**src/rtl/spdif_rx_flags_pkg.sv**
```systemverilog
// Shared constants for the receiver fault flag block.
// Assumes an 8-bit register port with 7-bit register addresses.
package spdif_rx_flags_pkg;

  ////////////////////////////////////////////////////////////////////////////
  // Register addresses on the control port
  localparam logic [6:0] FAULT_FLAGS_ADDR = 7'h18;
  localparam logic [6:0] FAULT_ENABLE_ADDR = 7'h19;
  localparam logic [6:0] IRQ_STATUS_ADDR = 7'h1C;

  ////////////////////////////////////////////////////////////////////////////
  // Bit positions in the fault flag and enable registers
  localparam int VALID_BIT = 7;
  localparam int EMPHASIS_BIT = 6;
  localparam int NONAUDIO_BIT = 5;
  localparam int PREAMBLE_BIT = 4;
  localparam int CHECK_FAIL_BIT = 3;
  localparam int ABSENT_BIT = 2;
  localparam int CODING_BIT = 1;
  localparam int LOCK_BIT = 0;
  localparam int FLAG_COUNT = 8;

  // Summary bit position in the interrupt status register
  localparam int SUMMARY_BIT = 0;

  ////////////////////////////////////////////////////////////////////////////
  // Flag kinds: a set bit marks a sticky, read-to-clear flag
  localparam logic [7:0] STICKY_MAP = 8'h0A;

  ////////////////////////////////////////////////////////////////////////////
  // Values after reset
  localparam logic [7:0] FLAGS_RESET = 8'h00;
  localparam logic [7:0] ENABLE_RESET = 8'h00;
  localparam logic [7:0] RDATA_RESET = 8'h00;
  localparam logic       SUMMARY_RESET = 1'b0;

  // Width of the nonaudio type code from the receiver
  localparam int NONAUDIO_TYPE_W = 4;
  localparam logic [NONAUDIO_TYPE_W-1:0] TYPE_RESET = 4'h0;

  // Number of flip-flops in each level synchroniser
  localparam int SYNC_STAGES = 2;

endpackage

```
**src/rtl/level_sync.sv**
```systemverilog
// Two-stage synchroniser for slow level signals.
// Assumes the inputs are levels that stay put for several clocks.
module level_sync
  import spdif_rx_flags_pkg::*;
#(
  parameter int WIDTH = 2
) (
  // Clock and reset
  input  wire logic             sys_clk_i,
  input  wire logic             rst_i,
  // Asynchronous levels in, synchronised levels out
  input  wire logic [WIDTH-1:0] async_i,
  output logic      [WIDTH-1:0] sync_o
);

  logic [WIDTH-1:0] meta_q;
  logic [WIDTH-1:0] stable_q;

  ////////////////////////////////////////////////////////////////////////////
  // First stage feeds only the second stage
  always_ff @(posedge sys_clk_i) begin
    if (rst_i) begin
      meta_q   <= '0;
      stable_q <= '0;
    end else begin
      meta_q   <= async_i;
      stable_q <= meta_q;
    end
  end

  assign sync_o = stable_q;

endmodule

```
**src/rtl/fault_flag_cell.sv**
```systemverilog
// One fault flag with its pending-event bit.
// Assumes set_i and retrig_i are one-cycle pulses on sys_clk_i.
module fault_flag_cell
  import spdif_rx_flags_pkg::*;
#(
  parameter logic STICKY = 1'b0
) (
  // Clock and reset
  input  wire logic sys_clk_i,
  input  wire logic rst_i,
  // Flag sources
  input  wire logic level_i,
  input  wire logic set_i,
  input  wire logic retrig_i,
  // Read of the flag register
  input  wire logic clear_i,
  // Flag value and pending event
  output logic      flag_o,
  output logic      pend_o
);

  logic flag_q;
  logic pend_q;

  ////////////////////////////////////////////////////////////////////////////
  // Level flags follow the source; an event is a change of state.
  // Sticky flags latch a pulse and drop only on a read, set winning.
  wire  level_changed = (level_i != flag_q) | retrig_i;
  wire  changed       = STICKY ? set_i : level_changed;
  wire  sticky_next   = set_i | (flag_q & ~clear_i);
  wire  flag_d        = STICKY ? sticky_next : level_i;
  // Pending event survives until read; a new change beats the clear
  wire  pend_d        = changed | (pend_q & ~clear_i);

  always_ff @(posedge sys_clk_i) begin
    if (rst_i) begin
      flag_q <= 1'b0;
      pend_q <= 1'b0;
    end else begin
      flag_q <= flag_d;
      pend_q <= pend_d;
    end
  end

  assign flag_o = flag_q;
  assign pend_o = pend_q;

endmodule

```
**src/rtl/spdif_rx_error_flags.sv**
```systemverilog
// Receiver fault flags, their enable mask and the summary interrupt bit.
// Assumes the receiver datapath runs on sys_clk_i; lock and stream-absent
// come from the clock recovery and are treated as asynchronous levels.
// The serial control port slave drives the simple register strobes.

module spdif_rx_error_flags
  import spdif_rx_flags_pkg::*;
(
  // Clock and reset
  input  wire logic                       sys_clk_i,
  input  wire logic                       rst_i,
  // Receiver status on sys_clk_i
  input  wire logic                       rx_validity_i,
  input  wire logic                       rx_emphasis_i,
  input  wire logic                       rx_nonaudio_i,
  input  wire logic [NONAUDIO_TYPE_W-1:0] rx_nonaudio_type_i,
  input  wire logic                       rx_preamble_nonaudio_i,
  input  wire logic                       rx_check_fail_i,
  input  wire logic                       rx_coding_error_i,
  // Asynchronous receiver levels
  input  wire logic                       input_absent_i,
  input  wire logic                       pll_lock_i,
  // Register port from the control interface
  input  wire logic [6:0]                 reg_addr_i,
  input  wire logic                       reg_wr_i,
  input  wire logic                       reg_rd_i,
  input  wire logic [7:0]                 reg_wdata_i,
  output logic      [7:0]                 reg_rdata_o,
  output logic                            reg_rvalid_o,
  // Flag view and interrupt request
  output logic      [7:0]                 receiver_fault_flags_o,
  output logic                            receiver_fault_summary_o
);

  ////////////////////////////////////////////////////////////////////////////
  // Declarations

  logic [1:0]                 async_sync;
  logic                       input_absent_flag;
  logic                       lock_sync;
  logic [NONAUDIO_TYPE_W-1:0] type_q;
  logic [7:0]                 enable_q;
  logic [7:0]                 rdata_q;
  logic                       rvalid_q;
  logic                       summary_q;
  logic [7:0]                 flags_view_q;
  logic [7:0]                 flag_bits;
  logic [7:0]                 pend_bits;
  logic [7:0]                 level_vec;
  logic [7:0]                 set_vec;
  logic [7:0]                 retrig_vec;

  ////////////////////////////////////////////////////////////////////////////
  // Synchronise the levels that come from outside the clock domain

  level_sync #(
    .WIDTH (2)
  ) u_sync (
    .sys_clk_i (sys_clk_i),
    .rst_i     (rst_i),
    .async_i   ({input_absent_i, pll_lock_i}),
    .sync_o    (async_sync)
  );

  assign input_absent_flag = async_sync[1];
  assign lock_sync         = async_sync[0];

  ////////////////////////////////////////////////////////////////////////////
  // Nonaudio type tracking; a new code while nonaudio retriggers the event

  always_ff @(posedge sys_clk_i) begin
    if (rst_i) begin
      type_q <= TYPE_RESET;
    end else begin
      type_q <= rx_nonaudio_type_i;
    end
  end

  wire type_changed = rx_nonaudio_i & (rx_nonaudio_type_i != type_q);

  ////////////////////////////////////////////////////////////////////////////
  // Register decode

  wire sel_flags   = (reg_addr_i == FAULT_FLAGS_ADDR);
  wire sel_enable  = (reg_addr_i == FAULT_ENABLE_ADDR);
  wire sel_status  = (reg_addr_i == IRQ_STATUS_ADDR);
  wire flags_read  = reg_rd_i & sel_flags;
  wire status_read = reg_rd_i & sel_status;
  // Writes to the flag register are dropped on purpose
  wire enable_wr   = reg_wr_i & sel_enable;

  ////////////////////////////////////////////////////////////////////////////
  // Flag source vectors; unused lanes are tied low

  always_comb begin
    level_vec = '0;
    set_vec   = '0;
    retrig_vec = '0;
    level_vec[VALID_BIT]      = rx_validity_i;
    level_vec[EMPHASIS_BIT]   = rx_emphasis_i;
    level_vec[NONAUDIO_BIT]   = rx_nonaudio_i;
    retrig_vec[NONAUDIO_BIT]  = type_changed;
    level_vec[PREAMBLE_BIT]   = rx_preamble_nonaudio_i;
    set_vec[CHECK_FAIL_BIT]   = rx_check_fail_i;
    level_vec[ABSENT_BIT]     = input_absent_flag;
    set_vec[CODING_BIT]       = rx_coding_error_i;
    level_vec[LOCK_BIT]       = lock_sync;
  end

  ////////////////////////////////////////////////////////////////////////////
  // One cell per flag; the sticky map picks latch or change behaviour

  for (genvar i = 0; i < FLAG_COUNT; i++) begin : g_flag
    fault_flag_cell #(
      .STICKY (STICKY_MAP[i])
    ) u_cell (
      .sys_clk_i (sys_clk_i),
      .rst_i     (rst_i),
      .level_i   (level_vec[i]),
      .set_i     (set_vec[i]),
      .retrig_i  (retrig_vec[i]),
      .clear_i   (flags_read),
      .flag_o    (flag_bits[i]),
      .pend_o    (pend_bits[i])
    );
  end

  ////////////////////////////////////////////////////////////////////////////
  // Enable mask

  always_ff @(posedge sys_clk_i) begin
    if (rst_i) begin
      enable_q <= ENABLE_RESET;
    end else if (enable_wr) begin
      enable_q <= reg_wdata_i;
    end
  end

  ////////////////////////////////////////////////////////////////////////////
  // Summary bit. An event that is masked stays pending, so enabling its
  // mask later still raises the summary unless the flags were read first.

  wire [7:0] gated_events = pend_bits & enable_q;
  wire       any_event    = |gated_events;
  // Set beats the clear of a status read in the same cycle
  wire       summary_d    = any_event | (summary_q & ~status_read);

  always_ff @(posedge sys_clk_i) begin
    if (rst_i) begin
      summary_q <= SUMMARY_RESET;
    end else begin
      summary_q <= summary_d;
    end
  end

  ////////////////////////////////////////////////////////////////////////////
  // Read data. The flag value is captured before a read clears it, so a
  // sticky error seen in this read is never lost between reads.

  wire [7:0] status_word = {7'h00, summary_q};
  wire [7:0] read_mux    = sel_flags  ? flag_bits :
                           sel_enable ? enable_q  :
                           sel_status ? status_word :
                                        RDATA_RESET;

  always_ff @(posedge sys_clk_i) begin
    if (rst_i) begin
      rdata_q  <= RDATA_RESET;
      rvalid_q <= 1'b0;
    end else begin
      rvalid_q <= reg_rd_i;
      if (reg_rd_i) begin
        rdata_q <= read_mux;
      end
    end
  end

  ////////////////////////////////////////////////////////////////////////////
  // Registered flag view for the rest of the chip

  always_ff @(posedge sys_clk_i) begin
    if (rst_i) begin
      flags_view_q <= FLAGS_RESET;
    end else begin
      flags_view_q <= flag_bits;
    end
  end

  ////////////////////////////////////////////////////////////////////////////
  // Outputs, each straight from a flip-flop

  assign reg_rdata_o              = rdata_q;
  assign reg_rvalid_o             = rvalid_q;
  assign receiver_fault_flags_o   = flags_view_q;
  assign receiver_fault_summary_o = summary_q;

endmodule

```
**config.mk**
```make
export PLATFORM = sky130hd
export DESIGN_NAME = spdif_rx_error_flags
export DESIGN_NICKNAME = d
export VERILOG_FILES = /design/src/rtl/spdif_rx_flags_pkg.sv /design/src/rtl/level_sync.sv /design/src/rtl/fault_flag_cell.sv /design/src/rtl/spdif_rx_error_flags.sv
export SDC_FILE = /design/constraint.sdc
export NUM_CORES = 1
export LEC_CHECK = 0
export BUFFER_PORTS_ARGS = -buffer_cell sky130_fd_sc_hd__buf_2
export CAP_MARGIN = 25
export CORE_MARGIN = 2
export CORE_UTILIZATION = 30
export CTS_CLUSTER_SIZE = 24
export DETAILED_ROUTE_END_ITERATION = 10
export SETUP_SLACK_MARGIN = 0.4
export SLEW_MARGIN = 20
export SYNTH_ARGS = -nofsm -noshare
export SYNTH_HDL_FRONTEND = slang
export SYNTH_SLANG_ARGS = --single-unit
```
**constraint.sdc**
```tcl
create_clock -name sys_clk_i -period 1.35 [get_ports sys_clk_i]
set_input_delay 0.0675 -clock sys_clk_i [delete_from_list [all_inputs] [get_ports sys_clk_i]]
set_output_delay 0.0675 -clock sys_clk_i [all_outputs]
set_load 0.02 [all_outputs]
```
After elaboration in Yosys (flattened, before gate mapping)
Index checks and enable logic that the tools add are counted.
- register bits after elaboration: 50
- latch bits: 0
- RAM bits: 0
- bits in read-only memories: 0
- input port bits: 31
- output and inout port bits: 18
- logic and storage cells: 68
- memories: 0
- add/subtract/negate cells: 0
- multipliers: 0
- divide/modulo/power cells: 0
- order comparisons: 0
- eq/ne operators: 10
- shift operators: 0
- muxes and demuxes: 3
- bitwise logic cells: 30
- reduce and logical (&&, ||, !) cells: 1
- operator list (operator ; number):
    == test 7 x 5 -> 1 bit (second input constant) ; 3
    2-to-1 mux 8 bit ; 2
    bitwise AND 1 bit ; 15
    bitwise OR 1 bit ; 12
    bitwise AND 8 bit ; 1
    OR reduction 8 bit ; 1
    != test 1 bit ; 6
    != test 4 bit ; 1
    NOT 1 bit ; 2
    2-to-1 mux 1 bit ; 1

Depth between registers and ports, before layout
- depth in word-level cells: 5
- gate-level depth with buffers: 6
- gate-level depth less buffers: 4

By module
From an unflattened synthesis, not the netlist that was laid out.
- cell total of the unflattened synthesis: 185
- area, all modules: 1926.8 µm²
- modules (own cells, without submodules) (module ; times used ; cells an instance ; area each (µm²) ; seq. area each (µm²)):
    spdif_rx_error_flags ; 1 ; 121 ; 1261.2 ; 600.6
    fault_flag_cell at g_flag[0].u_cell ... ; 6 ; 7 ; 71.3 ; 40.0
    fault_flag_cell at g_flag[1].u_cell ... ; 2 ; 7 ; 66.3 ; 40.0
    level_sync ; 1 ; 8 ; 105.1 ; 80.1

Least setup slack after synthesis
No wires, ideal clock.
- kind: reg-to-reg
- start: reg summary_q, in the netlist receiver_fault_summary_o
- end: reg rdata_q[0], in the netlist reg_rdata_o[0]
- library setup time: 88 ps
- data arrival time: 1188 ps
- required time: 1262 ps
- slack: 75 ps
- stages on the path, launching flop included: 5
- path buffers: 0
- period minus slack after synthesis: 1275 ps
- cell sequence: dfxtp_1 > inv_1 > a2111oi_4 > a221oi_1 > nor4_2
- longest elaborated chain between the ends: 3
- RTL lines (element ; line ; RTL):
    start: declaration ; spdif_rx_error_flags.sv:45 ; logic summary_q;
    start signal: assignment ; spdif_rx_error_flags.sv:152 ; summary_q <= summary_d;
    2-to-1 mux 1 bit ; spdif_rx_error_flags.sv:163 ; sel_status ? status_word :
    2-to-1 mux 8 bit ; spdif_rx_error_flags.sv:162 ; sel_enable ? enable_q :
    2-to-1 mux 8 bit ; spdif_rx_error_flags.sv:161 ; wire [7:0] read_mux = sel_flags ? flag_bits :
    end signal: assignment ; spdif_rx_error_flags.sv:173 ; rdata_q <= read_mux;
    end: declaration ; spdif_rx_error_flags.sv:43 ; logic [7:0] rdata_q;
No other way between the ends.
A chain may end at the register's enable or synchronous reset.

Worst setup path after layout
Same ends and word-level chain as after synthesis.

==> flow_summary.toml <==
[logic_synthesis]
yosysUniqueCellTypes = 33
synth_fa_ha_area_share_pct = 0
synth.cell_area_um2 = 1810
synth-seq-cells = 50
synth_xor_area_share_pct = 4.36
synth_warnings = 0
synth-seq-area-share_pct = 55.3
synth_mux_area_share_pct = 4.43
synth_top_family_by_area = "simple AND/OR/NAND/NOR gates"
synth.avg_cell_area_um2 = 10.5
synthCells = 173
synth_compound_area_share_pct = 12.4
synth_nets = 204
synth-simple-area-share_pct = 19.9

[critical_path]
critical_path_class = "reg2reg"
critical_path_required_ps = 1560
worst_setup_path_end_kind = "flop"
worst_setup_path_start_kind = "flop"
crit_path_max_fanout = 2
worstPathArrival_ps = 1240

[clock_tree]
path_clk_slew_ps = 90
clkLatencyLatePin_ps = 300
clock-root-buffer = "clkbuf_8"
cts.htree.levels = 2
cts.path.max_buffers = 2
cts_buffers = 5
cts_tree = "yes"
cts_sinks = 50

[worst_hold_path]
hold_path.class = "in2reg"

[place]
placedInstanceArea_um2 = 2150
numPortBuffers = 48
hpwl_um = 2810
place_congestion = 0.771

[layout]
drive_gt1_share_pct = 35.5
final_common_cell = "dfxtp_1"
mostFrequentLayoutCells = "dfxtp_1, buf_2, nor2_1"
post-route-util_pct = 40.9
multi_input_area_um2 = 808
fin_area_um2 = 2400
seq_area_um2 = 1010
nets = 264
nFillCells = 607
syn_to_final_growth_pct = 32.9
diodes = 0

[routing]
antenna_left = 0
drc = 0
wl_per_cell_um = 12.6
drt_pass1_iterations = 4
avgViaCountPerCell = 4.52
vias = 1398
drtIter0Drc = 70
wl_um = 3900

[timing]
holdWs_ps = 3.35
drv_slew = 0
period_minus_slack_ps = 1030
finalSetupTns_ps = 0
tightest_slew_ps = 323
relSlewSlack_pct = 78.2
fin_crit_sh_pct = 76.5
setup_viol = 0
max_freq_mhz = 968
skew_ps = 10.8
report.final.hold_viol_count = 0
grt_setup_unrepaired = "yes"

[floorplanning]
die_w_um = 81.7
die-area_um2 = 6670
start_util_pct = 30.7
core_area_um2 = 5890
core.rowCount = 28
die_h_um = 81.7
io_pins = 49

[power_and_ir_drop]
irDropWorstVdd_mv = 0.421
total_power_w = 0.00282
p_per_area_nw_per_um2 = 1170
p_leak_nw = 1.07

[run]
cap_violations = 0

[global_route]
grtUsageMet3_pct = 4.07
grt_max_degree = 30
grt_pass1_vias = 1335
grt_overflow = 0
grt_pass1_wl_um = 6240
grt_util_met1_pct = 16.3
antenna_found_initial = 0
grt_usage_pct = 12.3
use_met2_pct = 18.4
grt_most_used_layer = "met2"

[outcome]
status = "completed"
-- cells in the mapped netlist (all sizes together) --
library cell	n	area share [%]
a22o	2	0.97
nor2b	17	5.9
o21ai	6	1.7
mux2i	8	4.4
and3b	2	0.97
nor2	26	5.4
buf	3	1.5
dfxtp	50	55
a21oi	9	2.5
a221o	1	0.55
a22oi	6	2.5
or2	1	0.48
a31oi	1	0.35
o31ai	1	0.42
a2111oi	1	1.5
nand3	2	0.83
and4bb	1	0.69
nand3b	2	0.83
inv	7	1.5
and3	2	0.69
xor2	8	3.9
a221oi	3	1.5
nand2	3	0.62
xnor2	1	0.48
nor4b	2	1.8
o41ai	1	0.48
clkbuf	3	0.62
nor4	3	1.4
and2	1	0.35
-- routing by layer --
layer	wire length, um	up-vias
met5	0	-
met4	23	0
met3	320	2
met2	1640	46
met1	1910	640
li1	-	710
-- state kept, by name (all words and copies together) (netlist names) --
signal                    flops
reg_rvalid_o                  1
receiver_fault_flags_o        8
u_sync.meta_q                 2
u_sync.sync_o                 2
receiver_fault_summary_o      1
enable_q                      8
reg_rdata_o                   8
g_flag.u_cell.pend_o          8
g_flag.u_cell.flag_o          8
type_q                        4
-- critical path, cell delays in order (launching register included) --
cell	delay (ps)
dfxtp_4	360
inv_2	40
a2111oi_4	350
a221oi_2	70
nor4_2	130
-- worst paths after layout --
check	startpoint	depth (start not counted)	end	slack [ps]
worst max-delay path	receiver_fault_summary_o	4	reg_rdata_o[0]	320
worst min register to register	u_sync.meta_q[0]	1	u_sync.sync_o[0]	440
worst min-delay path	reg_wdata_i[6]	3	enable_q[6]	3
worst max register to register	receiver_fault_summary_o	4	reg_rdata_o[0]	320
-- cell type report --
type                            count  area share [%]
Clock buffer                        6            3.02
Tap cell                           75            3.90
Clock inverter                      2            1.56
Sequential cell                    50            42.0
Timing Repair Buffer               59            14.8
Inverter                            7            1.09
Multi-Input combinational cell    110            33.6
-- through the flow --
| stage | instances | setup slack, ps |
|---|---|---|
| 3_3_place_gp | 294 | 97.0 |
| 5_1_grt | 309 | 274 |
| 3_5_place_dp | 294 | 47.2 |
| 4_1_cts | 309 | 331 |
| 6_report | 309 | 317 |
| 2_1_floorplan | 173 | 257 |
-- power breakdown --
part           switching, W  internal, W  leakage (nW)
Clock              0.000477     0.000553        0.0514
Combinational      0.000123     0.000114         0.608
Sequential        0.0000274      0.00153         0.413
Total              0.000627      0.00220          1.07
-- logic make-up (layout without fill, tap and decap cells) --
group / count (synthesis) / count (layout)
multiplexers: 8 / 8
buffers and inverters: 13 / 74
flip-flops: 50 / 50
AO/OA/AOI/OAI: 31 / 31
AND/OR/NAND/NOR: 62 / 62
XOR/XNOR: 9 / 9
-- timing repair --
item                                    4_1_cts  5_1_grt
pin swaps                                     3        4
resized for setup                             9       14
hold buffers                                  5        0
endpoints found under the hold margin         6        0
setup buffers                                 2        0
endpoints found under the setup margin       10       26
Power figures use the tool's default switching activity.
